[src/ppm_pkg.sv]
// Package of the palette pixel port multiplexer: register map, reset values,
// mux codes, field positions and the decoded mode type.
// Assumes one 20 MHz clock and a 32-bit AHB-Lite register bus.
package ppm_pkg;

    // Clock of the block
    localparam int unsigned CLK_HZ = 20_000_000;

    // Register byte offsets
    localparam logic [7:0] PPM_OFS_MUX_CTRL  = 8'h00;
    localparam logic [7:0] PPM_OFS_GEN_CTRL  = 8'h04;
    localparam logic [7:0] PPM_OFS_CLK_SEL   = 8'h08;
    localparam logic [7:0] PPM_OFS_PAGE      = 8'h0C;
    localparam logic [7:0] PPM_OFS_READ_MASK = 8'h10;
    localparam logic [7:0] PPM_OFS_STATUS    = 8'h14;

    // Values after reset
    localparam logic [7:0] PPM_RST_MUX_CTRL  = 8'h2D;
    localparam logic [7:0] PPM_RST_GEN_CTRL  = 8'h00;
    localparam logic [7:0] PPM_RST_CLK_SEL   = 8'h01;
    localparam logic [7:0] PPM_RST_PAGE      = 8'h00;
    localparam logic [7:0] PPM_RST_READ_MASK = 8'hFF;

    // General control field positions
    localparam int unsigned PPM_GC_SPLIT_BIT  = 2;
    localparam int unsigned PPM_GC_NIBBLE_BIT = 3;
    localparam int unsigned PPM_GC_BIGEND_BIT = 5;

    // Mux codes (bits 5..0 only)
    localparam logic [5:0] PPM_CODE_PASS     = 6'h2D;
    localparam logic [5:0] PPM_CODE_TRUE_E   = 6'h0E;
    localparam logic [5:0] PPM_CODE_TRUE_F   = 6'h0D;
    localparam logic [3:0] PPM_NIB_BPP       = 4'h4;
    localparam logic [5:0] PPM_NIB_PPL       = 6'h04;

    // Status field positions
    localparam int unsigned PPM_ST_STATE_LSB = 0;
    localparam int unsigned PPM_ST_MISM_BIT  = 8;
    localparam int unsigned PPM_ST_ACT_BIT   = 9;
    localparam int unsigned PPM_ST_CNT_LSB   = 16;

    // Operating states of the multiplexer
    typedef enum logic [4:0] {
        PPM_PASS   = 5'b00001,
        PPM_INDEX  = 5'b00010,
        PPM_NIBBLE = 5'b00100,
        PPM_TRUE   = 5'b01000,
        PPM_HALT   = 5'b10000
    } ppm_state_t;

    // Decoded mode: state, bits per pixel, pixels per bus load
    typedef struct packed {
        ppm_state_t  st;
        logic [3:0]  bpp;
        logic [5:0]  ppl;
    } ppm_dec_t;

endpackage : ppm_pkg

[src/ppm_cfg_if.sv]
// Interface carrying register contents to the pixel core and its state back.
// Assumes both ends run on the same clock.
`timescale 1ns/1ps
interface ppm_cfg_if;
    logic [7:0]  mux_ctrl;
    logic [7:0]  gen_ctrl;
    logic [7:0]  clk_sel;
    logic [7:0]  page;
    logic [7:0]  read_mask;
    logic [31:0] status;

    modport regs (output mux_ctrl, gen_ctrl, clk_sel, page, read_mask, input status);
    modport core (input mux_ctrl, gen_ctrl, clk_sel, page, read_mask, output status);
endinterface : ppm_cfg_if

[src/ppm_top.sv]
// Top of the palette pixel port multiplexer: pin synchronisers, mode
// decode, bus-load capture, group shifting and palette or DAC output.
// Assumes pixel source pins asynchronous to clk_i and strobes far slower
// than clk_i, so that every edge of each strobe is seen after two flops.
`timescale 1ns/1ps

// Summary of operation
// - Capture whole bus load on shift edge, emit groups per dot, lowest first unless big-endian.
// - Divide ratio equals pixels per load; one shift edge delivers them all.
// - Only mux code bits 5..0 select the mode; bits 6, 7 ignored.
// - After reset the block runs VGA pass-through, mode 0.
// - Selecting pass-through resets clock select, general control, read mask.
// - Pass-through input timing follows the first clock source input.
// - Normal modes sample pixel data and controls on the shift clock.
// - Normal modes take 8, 16, 32-bit buses; modes 1-3 also 4-bit.
// - Mode 1: pixel is address bit 0, page gives upper seven bits.
// - Mode 1 carries up to 32 one-bit pixels per load.
// - Mode 2: two-bit pixel low, page upper six, up to 16 per load.
// - Mode 3: four-bit pixel low, page upper four, ratios 1,2,4,8.
// - Mode 4: pixel gives all eight address bits, ratios 1,2,4.
// - Normal modes accept little-endian by default, or big-endian.
// - Nibble mode only when nibble bit set and split-transfer bit clear.
// - Nibble mode overrides every other mode and ignores mux code.
// - Nibble mode: flag picks low or high nibble of four bytes.
// - Nibble mode: pixel gives low four bits, page the upper four.
// - True color: blue, green, red bytes direct; low byte is masked overlay.
// - Mode 1 ratios 4, 8, 16, 32 for 4 to 32-bit buses.
module ppm_top
    import ppm_pkg::*;
#(
    parameter int unsigned PIX_W = 32,
    parameter int unsigned VGA_W = 8
) (
    // Clock and reset
    input  wire logic             clk_i,
    input  wire logic             rst_n_i,
    // AHB-Lite register bus
    input  wire logic             hsel_i,
    input  wire logic [31:0]      haddr_i,
    input  wire logic [1:0]       htrans_i,
    input  wire logic             hwrite_i,
    input  wire logic [2:0]       hsize_i,
    input  wire logic [31:0]      hwdata_i,
    input  wire logic             hready_i,
    output logic      [31:0]      hrdata_o,
    output logic                  hreadyout_o,
    output logic                  hresp_o,
    // Pixel source pins
    input  wire logic [PIX_W-1:0] pixel_port_lines_i,
    input  wire logic [VGA_W-1:0] vga_pixel_i,
    input  wire logic             shift_clock_i,
    input  wire logic             pixel_rate_clock_i,
    input  wire logic             clock_source_zero_i,
    input  wire logic             split_or_nibble_flag_input_i,
    // Palette address output
    output logic      [7:0]       palette_addr_o,
    output logic                  palette_valid_o,
    // Direct colour output
    output logic      [7:0]       blue_o,
    output logic      [7:0]       green_o,
    output logic      [7:0]       red_o,
    output logic      [7:0]       overlay_o,
    output logic                  direct_valid_o
);

    // Decode a mux code into state, bits per pixel and pixels per load
    function automatic ppm_dec_t ppm_decode(input logic [5:0] code);
        ppm_dec_t d;

        d = '{st: PPM_HALT, bpp: 4'h8, ppl: 6'h01};
        case (code)
            6'h10: d = '{st: PPM_INDEX, bpp: 4'h1, ppl: 6'h04};
            6'h11: d = '{st: PPM_INDEX, bpp: 4'h1, ppl: 6'h08};
            6'h12: d = '{st: PPM_INDEX, bpp: 4'h1, ppl: 6'h10};
            // mode 1 at 32 per load
            6'h13: d = '{st: PPM_INDEX, bpp: 4'h1, ppl: 6'h20};
            6'h14: d = '{st: PPM_INDEX, bpp: 4'h2, ppl: 6'h02};
            6'h15: d = '{st: PPM_INDEX, bpp: 4'h2, ppl: 6'h04};
            6'h16: d = '{st: PPM_INDEX, bpp: 4'h2, ppl: 6'h08};
            6'h17: d = '{st: PPM_INDEX, bpp: 4'h2, ppl: 6'h10};
            6'h18: d = '{st: PPM_INDEX, bpp: 4'h4, ppl: 6'h01};
            6'h19: d = '{st: PPM_INDEX, bpp: 4'h4, ppl: 6'h02};
            6'h1A: d = '{st: PPM_INDEX, bpp: 4'h4, ppl: 6'h04};
            6'h1B: d = '{st: PPM_INDEX, bpp: 4'h4, ppl: 6'h08};
            6'h1C: d = '{st: PPM_INDEX, bpp: 4'h8, ppl: 6'h01};
            6'h1D: d = '{st: PPM_INDEX, bpp: 4'h8, ppl: 6'h02};
            6'h1E: d = '{st: PPM_INDEX, bpp: 4'h8, ppl: 6'h04};
            PPM_CODE_TRUE_E: d = '{st: PPM_TRUE, bpp: 4'h8, ppl: 6'h01};
            PPM_CODE_TRUE_F: d = '{st: PPM_TRUE, bpp: 4'h8, ppl: 6'h01};
            PPM_CODE_PASS: d = '{st: PPM_PASS, bpp: 4'h8, ppl: 6'h01};
            default: d = '{st: PPM_HALT, bpp: 4'h8, ppl: 6'h01};
        endcase
        return d;
    endfunction

    // Pick pixel group idx of width bpp out of a bus load
    function automatic logic [7:0] ppm_group(input logic [31:0] w,
                                             input logic [3:0]  bpp,
                                             input logic [5:0]  idx);
        logic [9:0]  pos;
        logic [31:0] sh;
        logic [7:0]  m;

        pos = 10'(idx) * 10'(bpp);
        sh  = w >> pos;
        case (bpp)
            4'h1:    m = 8'h01;
            4'h2:    m = 8'h03;
            4'h4:    m = 8'h0F;
            default: m = 8'hFF;
        endcase
        return sh[7:0] & m;
    endfunction

    // Join a pixel with the palette page into a palette address
    function automatic logic [7:0] ppm_addr(input logic [7:0] px,
                                            input logic [3:0] bpp,
                                            input logic [7:0] page);
        logic [7:0] a;

        case (bpp)
            4'h1:    a = {page[7:1], px[0]};
            4'h2:    a = {page[7:2], px[1:0]};
            4'h4:    a = {page[7:4], px[3:0]};
            default: a = px;
        endcase
        return a;
    endfunction

    // Register contents towards the core
    ppm_cfg_if cfg_if ();

    // Register slave
    ppm_regs u_regs (
        .clk_i       (clk_i),
        .rst_n_i     (rst_n_i),
        .hsel_i      (hsel_i),
        .haddr_i     (haddr_i),
        .htrans_i    (htrans_i),
        .hwrite_i    (hwrite_i),
        .hwdata_i    (hwdata_i),
        .hready_i    (hready_i),
        .hrdata_o    (hrdata_o),
        .hreadyout_o (hreadyout_o),
        .hresp_o     (hresp_o),
        .cfg         (cfg_if.regs)
    );

    // Pin bundle: pixel bus, feature bus, three strobes and the nibble flag
    localparam int unsigned SYNC_W = PIX_W + VGA_W + 4;

    logic [SYNC_W-1:0] meta_r;
    logic [SYNC_W-1:0] sync_r;
    logic [2:0]        strb_prev_r;

    // Mode, captured load and group walk
    ppm_state_t        mode_r;
    ppm_state_t        mode_nxt;
    logic [31:0]       load_r;
    logic [3:0]        bpp_r;
    logic [5:0]        ratio_r;
    logic              big_r;

    logic [5:0]        cnt_r;
    logic              active_r;

    // Two-flop synchronisers for every pin input
    always_ff @(posedge clk_i or negedge rst_n_i) begin
        if (!rst_n_i) begin
            meta_r <= '0;
            sync_r <= '0;
        end else begin
            meta_r <= {split_or_nibble_flag_input_i, clock_source_zero_i,
                       pixel_rate_clock_i, shift_clock_i, vga_pixel_i, pixel_port_lines_i};
            sync_r <= meta_r;
        end
    end

    // Synchronised pin views
    wire [PIX_W-1:0] pix_s   = sync_r[PIX_W-1:0];
    wire [VGA_W-1:0] vga_s   = sync_r[PIX_W +: VGA_W];

    wire             sclk_s  = sync_r[PIX_W+VGA_W];
    wire             dot_s   = sync_r[PIX_W+VGA_W+1];
    wire             clock_source_zero_s  = sync_r[PIX_W+VGA_W+2];
    wire             nibble_select_flag_s = sync_r[PIX_W+VGA_W+3];

    // Edge history of the three strobes
    always_ff @(posedge clk_i or negedge rst_n_i) begin
        if (!rst_n_i) begin
            strb_prev_r <= 3'b000;
        end else begin
            strb_prev_r <= {clock_source_zero_s, dot_s, sclk_s};
        end
    end

    // Rise pulses of the synchronised strobes
    wire sclk_rise = sclk_s && !strb_prev_r[0];
    wire dot_rise  = dot_s && !strb_prev_r[1];
    wire clock_source_zero_rise = clock_source_zero_s && !strb_prev_r[2];

    wire [5:0]  code = cfg_if.mux_ctrl[5:0];
    // nibble bit set, split bit clear
    wire        nib_en = cfg_if.gen_ctrl[PPM_GC_NIBBLE_BIT] &&
                         !cfg_if.gen_ctrl[PPM_GC_SPLIT_BIT];
    wire        big_en = cfg_if.gen_ctrl[PPM_GC_BIGEND_BIT];

    ppm_dec_t   dec;
    assign dec = nib_en ? ppm_dec_t'{st: PPM_NIBBLE, bpp: PPM_NIB_BPP, ppl: PPM_NIB_PPL}
                        : ppm_decode(code);

    // Programmed divide ratio, zero read as one and capped at the bus width
    wire [5:0]  ratio_prog = (cfg_if.clk_sel[5:0] == 6'h00) ? 6'h01 :
                             (cfg_if.clk_sel[5:0] > 6'h20)  ? 6'h20 :
                             cfg_if.clk_sel[5:0];

    // ratio must equal pixels per load
    wire        mismatch = (ratio_prog != dec.ppl);

    // Mode state follows the configuration
    always_comb begin
        case (dec.st)
            PPM_PASS:   mode_nxt = PPM_PASS;
            PPM_INDEX:  mode_nxt = PPM_INDEX;
            PPM_NIBBLE: mode_nxt = PPM_NIBBLE;
            PPM_TRUE:   mode_nxt = PPM_TRUE;
            default:    mode_nxt = PPM_HALT;
        endcase
    end

    // nibble of each byte by flag
    wire [15:0] nib_word = nibble_select_flag_s ? {pix_s[31:28], pix_s[23:20], pix_s[15:12], pix_s[7:4]}
                                   : {pix_s[27:24], pix_s[19:16], pix_s[11:8], pix_s[3:0]};

    // pass-through loads on first clock source
    // normal modes load on shift clock
    wire        cap_evt = (mode_r == PPM_PASS) ? clock_source_zero_rise :
                          (mode_r != PPM_HALT) && sclk_rise;

    // lines above the used width are ignored
    wire [31:0] src_word = (mode_r == PPM_PASS)   ? 32'(vga_s) :
                           (mode_r == PPM_NIBBLE) ? {16'h0000, nib_word} :
                           32'(pix_s);

    wire [5:0]  ratio_cap = (mode_r == PPM_PASS) ? 6'h01 : ratio_prog;

    // A dot in a capture cycle is dropped; the load restarts
    wire        dot_evt  = dot_rise && active_r && !cap_evt && (mode_r != PPM_PASS);

    wire [5:0]  next_cnt = cnt_r + 6'h01;

    wire [5:0]  idx_cap  = big_en ? (ratio_cap - 6'h01) : 6'h00;
    wire [5:0]  idx_dot  = big_r ? (ratio_r - 6'h01 - next_cnt) : next_cnt;

    wire [31:0] emit_w   = cap_evt ? src_word : load_r;
    wire [3:0]  emit_bpp = cap_evt ? dec.bpp : bpp_r;
    wire [5:0]  emit_idx = cap_evt ? idx_cap : idx_dot;
    wire        emit     = cap_evt || dot_evt;

    wire [7:0]  group    = ppm_group(emit_w, emit_bpp, emit_idx);
    wire [7:0]  pal_addr = ppm_addr(group, emit_bpp, cfg_if.page) & cfg_if.read_mask;

    // Mode state register
    always_ff @(posedge clk_i or negedge rst_n_i) begin
        if (!rst_n_i) begin
            mode_r <= PPM_PASS;
        end else begin
            mode_r <= mode_nxt;
        end
    end

    // capture load, then shift per dot
    always_ff @(posedge clk_i or negedge rst_n_i) begin
        if (!rst_n_i) begin
            load_r   <= 32'h00000000;
            bpp_r    <= 4'h8;
            ratio_r  <= 6'h01;
            big_r    <= 1'b0;
            cnt_r    <= 6'h00;
            active_r <= 1'b0;
        end else if (cap_evt) begin
            load_r   <= src_word;
            bpp_r    <= dec.bpp;
            ratio_r  <= ratio_cap;
            big_r    <= big_en;
            cnt_r    <= 6'h00;
            active_r <= (ratio_cap > 6'h01);
        end else if (dot_evt) begin
            cnt_r    <= (next_cnt == ratio_r - 6'h01) ? 6'h00 : next_cnt;
            active_r <= (next_cnt != ratio_r - 6'h01);
        end
    end

    // Palette address output stage
    always_ff @(posedge clk_i or negedge rst_n_i) begin
        if (!rst_n_i) begin
            palette_addr_o  <= 8'h00;
            palette_valid_o <= 1'b0;
        end else begin
            palette_valid_o <= emit && (mode_r != PPM_TRUE);
            if (emit && (mode_r != PPM_TRUE)) begin
                palette_addr_o <= pal_addr;
            end
        end
    end

    always_ff @(posedge clk_i or negedge rst_n_i) begin
        if (!rst_n_i) begin
            blue_o         <= 8'h00;
            green_o        <= 8'h00;
            red_o          <= 8'h00;
            overlay_o      <= 8'h00;
            direct_valid_o <= 1'b0;
        end else begin
            direct_valid_o <= emit && (mode_r == PPM_TRUE);
            if (emit && (mode_r == PPM_TRUE)) begin
                blue_o    <= emit_w[31:24];
                green_o   <= emit_w[23:16];
                red_o     <= emit_w[15:8];
                overlay_o <= emit_w[7:0] & cfg_if.read_mask;
            end
        end
    end

    // Status seen by software
    assign cfg_if.status = {10'h000, cnt_r, 6'h00, active_r, mismatch, 3'b000, mode_r};

endmodule : ppm_top

[src/ppm_regs.sv]
// AHB-Lite register slave of the pixel port multiplexer.
// Assumes single word transfers; answers with zero wait states and OKAY.
`timescale 1ns/1ps
module ppm_regs
    import ppm_pkg::*;
(
    // Clock and reset
    input  wire logic        clk_i,
    input  wire logic        rst_n_i,
    // AHB-Lite slave
    input  wire logic        hsel_i,
    input  wire logic [31:0] haddr_i,
    input  wire logic [1:0]  htrans_i,
    input  wire logic        hwrite_i,
    input  wire logic [31:0] hwdata_i,
    input  wire logic        hready_i,
    output logic      [31:0] hrdata_o,
    output logic             hreadyout_o,
    output logic             hresp_o,
    // Configuration towards the core
    ppm_cfg_if.regs          cfg
);

    logic [7:0]  mux_r, gen_r, clk_r, page_r, mask_r;
    logic [7:0]  mux_nxt, gen_nxt, clk_nxt, page_nxt, mask_nxt;
    logic        wr_pend_r;
    logic [7:0]  wr_addr_r;
    logic [31:0] rd_nxt;
    wire         addr_ok  = hsel_i && htrans_i[1] && hready_i;
    wire         wr_mux   = wr_pend_r && (wr_addr_r == PPM_OFS_MUX_CTRL);
    wire         to_pass  = wr_mux && (hwdata_i[5:0] == PPM_CODE_PASS);

    // Register next values from the pending write
    assign mux_nxt  = wr_mux ? hwdata_i[7:0] : mux_r;
    assign gen_nxt  = to_pass ? PPM_RST_GEN_CTRL :
                      (wr_pend_r && wr_addr_r == PPM_OFS_GEN_CTRL) ? hwdata_i[7:0] : gen_r;
    assign clk_nxt  = to_pass ? PPM_RST_CLK_SEL :
                      (wr_pend_r && wr_addr_r == PPM_OFS_CLK_SEL) ? hwdata_i[7:0] : clk_r;
    assign mask_nxt = to_pass ? PPM_RST_READ_MASK :
                      (wr_pend_r && wr_addr_r == PPM_OFS_READ_MASK) ? hwdata_i[7:0] : mask_r;
    assign page_nxt = (wr_pend_r && wr_addr_r == PPM_OFS_PAGE) ? hwdata_i[7:0] : page_r;

    // Read selection, forwarding a write in flight; unmapped reads zero
    assign rd_nxt = (haddr_i[7:0] == PPM_OFS_MUX_CTRL)  ? {24'h000000, mux_nxt}  :
                    (haddr_i[7:0] == PPM_OFS_GEN_CTRL)  ? {24'h000000, gen_nxt}  :
                    (haddr_i[7:0] == PPM_OFS_CLK_SEL)   ? {24'h000000, clk_nxt}  :
                    (haddr_i[7:0] == PPM_OFS_PAGE)      ? {24'h000000, page_nxt} :
                    (haddr_i[7:0] == PPM_OFS_READ_MASK) ? {24'h000000, mask_nxt} :
                    (haddr_i[7:0] == PPM_OFS_STATUS)    ? cfg.status             :
                                                          32'h00000000;

    // Address phase capture, register update and read data
    always_ff @(posedge clk_i or negedge rst_n_i) begin
        if (!rst_n_i) begin
            mux_r       <= PPM_RST_MUX_CTRL;
            gen_r       <= PPM_RST_GEN_CTRL;
            clk_r       <= PPM_RST_CLK_SEL;
            page_r      <= PPM_RST_PAGE;
            mask_r      <= PPM_RST_READ_MASK;
            wr_pend_r   <= 1'b0;
            wr_addr_r   <= 8'h00;
            hrdata_o    <= 32'h00000000;
            hreadyout_o <= 1'b0;
            hresp_o     <= 1'b0;
        end else begin
            mux_r       <= mux_nxt;
            gen_r       <= gen_nxt;
            clk_r       <= clk_nxt;
            page_r      <= page_nxt;
            mask_r      <= mask_nxt;
            wr_pend_r   <= addr_ok && hwrite_i && (haddr_i[31:8] == 24'h000000);
            wr_addr_r   <= haddr_i[7:0];
            hreadyout_o <= 1'b1;
            hresp_o     <= 1'b0;
            if (addr_ok && !hwrite_i) begin
                hrdata_o <= (haddr_i[31:8] == 24'h000000) ? rd_nxt : 32'h00000000;
            end
        end
    end

    assign cfg.mux_ctrl  = mux_r;
    assign cfg.gen_ctrl  = gen_r;
    assign cfg.clk_sel   = clk_r;
    assign cfg.page      = page_r;
    assign cfg.read_mask = mask_r;

endmodule : ppm_regs

[config.mk]
export PLATFORM = sky130hd
export DESIGN_NAME = ppm_top
export DESIGN_NICKNAME = d
export VERILOG_FILES = /design/src/ppm_pkg.sv /design/src/ppm_cfg_if.sv /design/src/ppm_top.sv /design/src/ppm_regs.sv
export SDC_FILE = /design/constraint.sdc
export NUM_CORES = 1
export LEC_CHECK = 0
export BUFFER_PORTS_ARGS = -buffer_cell sky130_fd_sc_hd__buf_2
export CELL_PAD_IN_SITES_DETAIL_PLACEMENT = 1
export CELL_PAD_IN_SITES_GLOBAL_PLACEMENT = 2
export CORE_ASPECT_RATIO = 0.9
export CORE_MARGIN = 10
export CORE_UTILIZATION = 37
export DETAILED_ROUTE_END_ITERATION = 10
export PLACE_DENSITY_LB_ADDON = 0.1
export SLEW_MARGIN = 20
export SYNTH_ARGS = -nofsm -noshare
export SYNTH_HDL_FRONTEND = slang
export SYNTH_HIERARCHICAL = 1
export SYNTH_SLANG_ARGS = --single-unit
[constraint.sdc]
create_clock -name clk_i -period 7.7 [get_ports clk_i]
set_clock_uncertainty 0.2 [all_clocks]
set_input_delay 1.54 -clock clk_i [delete_from_list [all_inputs] [get_ports clk_i]]
set_output_delay 1.54 -clock clk_i [all_outputs]
set_load 0.01 [all_outputs]
==> flow_summary.json <==
{
  "cp_data_required_time_ns": 7.96,
  "cts-resized-gates": 0,
  "grt_pass1_vias": 11600,
  "power.share.switching": 0.351,
  "drc_errors": 0,
  "critPathLaunchType": "register",
  "power_leakage_nw": 7.60,
  "rsz0062_at_grt": "no",
  "hold_path.class": "register to register",
  "pre_cts_slack_ns": 0.813,
  "finalHoldViolations": 0,
  "synth-seq-cells": 270,
  "syn_to_final_growth_pct": 18.2,
  "synth-edff-count": 0,
  "max_slew.worst_pin.slew_ns": 1.06,
  "initial_core_util": 0.375,
  "cts.sink_count": 270,
  "holdBufCountCts": 0,
  "max_clock_freq_mhz": 144,
  "async_flop_share": 1.00,
  "finalPower_mw": 4.67,
  "crit_end": "palette_addr_o[0]",
  "power_density_nw_per_um2": 291,
  "clk_latency_ns": 0.55,
  "seq_area_frac_synth": 0.500,
  "ff2ff_setup_slack_ns": 0.78,
  "crit_path_start": "ratio_r[0]",
  "cp_slowest_cell": "dfstp_2",
  "synthesis.area_um2": 13600,
  "path_clk_slew_ns": 0.06,
  "ant_nets": 0,
  "n_antenna_cell": 0,
  "synth_flop_cell": "dfrtp_1",
  "cts_tree": "built",
  "holdWs_ns": 0.134,
  "setup_viol": 0,
  "rr_startpoint": "ratio_r[0]",
  "cap_violations": 0,
  "die_h_um": 202,
  "cts.path.max_buffers": 3,
  "ys_types": 96,
  "drt_wl_total_mm": 44.1,
  "clockRootBuffer": "clkbuf_16",
  "grt_usage": 0.193,
  "die_x_um": 222,
  "worst_setup_path_end_kind": "register",
  "slew_headroom": 0.294,
  "internal_power_mw": 3.03,
  "overflow": 0,
  "crit_fanout": 9,
  "first_pass_iters": 4,
  "maxSlewViolCount": 0,
  "synth_cells": 1290,
  "timing.final.ws_setup_ns": 0.778,
  "drt_iter0_drc": 666,
  "pwr-share-comb": 0.311,
  "setup_tns_ns": 0,
  "grt_pass1_wl_mm": 68.9,
  "grt_antenna_before_repair": 1,
  "grt_start_max_net_pins": 170,
  "num_io_pins": 194,
  "pwr-share-seq": 0.340,
  "period_minus_slack_ns": 6.92,
  "place_hpwl_mm": 32.8,
  "clkPwrFrac": 0.349,
  "final_nets": 1612,
  "ys_warn_count": 6,
  "design.core.area_um2": 36200,
  "synth.avg_cell_area_um2": 10.5,
  "drive_gt1_frac": 0.212,
  "crit_arrival_ns": 7.18,
  "cts_max_level": 2,
  "vdd_drop_max_uv": 139,
  "gp_congestion": 0.872,
  "worst_path_most_repeated_cell": "inv_1",
  "io_buffers": 164,
  "reg2regPathDepth": 25,
  "dieArea_um2": 44700,
  "wl_per_cell_um": 22.5,
  "reg2reg_to": "palette_addr_o[0]",
  "crit_type": "register to register",
  "critical_path.max_stage_delay_ns": 0.55,
  "status": "completed",
  "switchingPower_mw": 1.64,
  "rows": 66,
  "cts_buffers": 34,
  "postCtsSetupRepairBufs": 0,
  "via_per_inst": 5.45,
  "fin_crit_sh": 0.899,
  "vias": 10700
}
-- critical path: cells and delay by family (launching register included) --
family          cells  cell delay [ns]
compound gates     10             2.77
buf+inv             4             0.21
flops               1             0.55
mux                 1             0.15
fa+ha+maj           5             1.97
simple gates        5             0.99
-- registers in the layout (all words and copies together) (netlist names), 32 cells and up --
register         flops
meta_r              44
sync_r              44
u_regs/hrdata_o     32
load_r              32
-- through the flow --
stage                      util  instance area, µm²  cells
after floorplan               -               13600   1308
after global placement    0.411               14900   1898
after detailed placement  0.411               14900   1898
after CTS                 0.443               16000   1959
after global routing      0.443               16000   1959
final                     0.443               16000   1959
-- per-layer routing --
| metal | vias to the layer above | GRT usage | share of wire |
|---|---|---|---|
| met1 | 5463 | 0.281 | 0.50 |
| met4 | 2 | 0.0413 | 0.015 |
| met3 | 56 | 0.0349 | 0.046 |
| li1 | 4953 | - | - |
| met2 | 211 | 0.292 | 0.44 |
| met5 | - | 0 | 0.00030 |
-- Yosys cell counts, types with 18 or more instances --
cell / n / area, µm²
nor2_1: 79 / 297
mux2i_1: 57 / 571
inv_1: 67 / 251
ha_1: 27 / 338
a21oi_1: 48 / 240
nand3_1: 43 / 215
dfrtp_1: 254 / 6360
a31oi_1: 18 / 113
a22o_1: 29 / 254
o21ai_0: 69 / 345
nand2_1: 147 / 552
clkbuf_1: 41 / 154
nor3_1: 19 / 95.1
-- worst min-delay path by stage --
stage,startpoint,to,depth (start not counted)
floorplan,meta_r[0],sync_r[0],0
global placement,meta_r[40],sync_r[40],0
detailed placement,meta_r[18],sync_r[18],0
CTS,meta_r[42],sync_r[42],0
global route,meta_r[42],sync_r[42],0
finish,meta_r[42],sync_r[42],0
-- area by class of cell --
class | count | area (µm²)
clock inverters | 13 | 193
clock buffers | 48 | 953
inverters | 70 | 263
multi-input cells | 895 | 6210
fillers | 4040 | 20200
repair buffers | 187 | 1020
flip-flops and latches | 270 | 6780
well taps | 476 | 596
-- cells in the final DEF (no fill, tap or decap), drive strengths merged, types with 16 or more instances in the layout --
cell and count:
inv 70, nand2 147, mux2 21, nor4 19
ha 27, buf 187, nor3 21, a31oi 23
a22o 29, nor2 80, dfstp 16, clkbuf 48
mux2i 57, dfrtp 254, nand3 44, o21ai 74
conb 21, a21oi 49
-- kinds of logic (layout without fill, tap and decap cells) --
logic type                 Yosys count  after routing  share of synthesized area
AOI/OAI and AO/OA                  316            316                      0.168
and+or+nand+nor                    408            408                      0.149
other                                3             21                   0.000831
xor gates and xnor gates            22             22                     0.0142
DFF                                270            270                      0.500
muxes                               92             92                     0.0831
buffers and inverters              143            318                     0.0467
adders and majority gates           36             36                     0.0382
-- power groups by stage --
stage / registers [mW] / logic [mW] / clock network [mW]
after floorplan: 1.59 / 0.959 / 0
after global placement: 1.61 / 1.42 / 0
after detailed placement: 1.61 / 1.44 / 0
after CTS: 1.59 / 1.45 / 1.68
after global routing: 1.60 / 1.61 / 1.74
final: 1.59 / 1.45 / 1.63
Power figures use the tool's default switching activity.
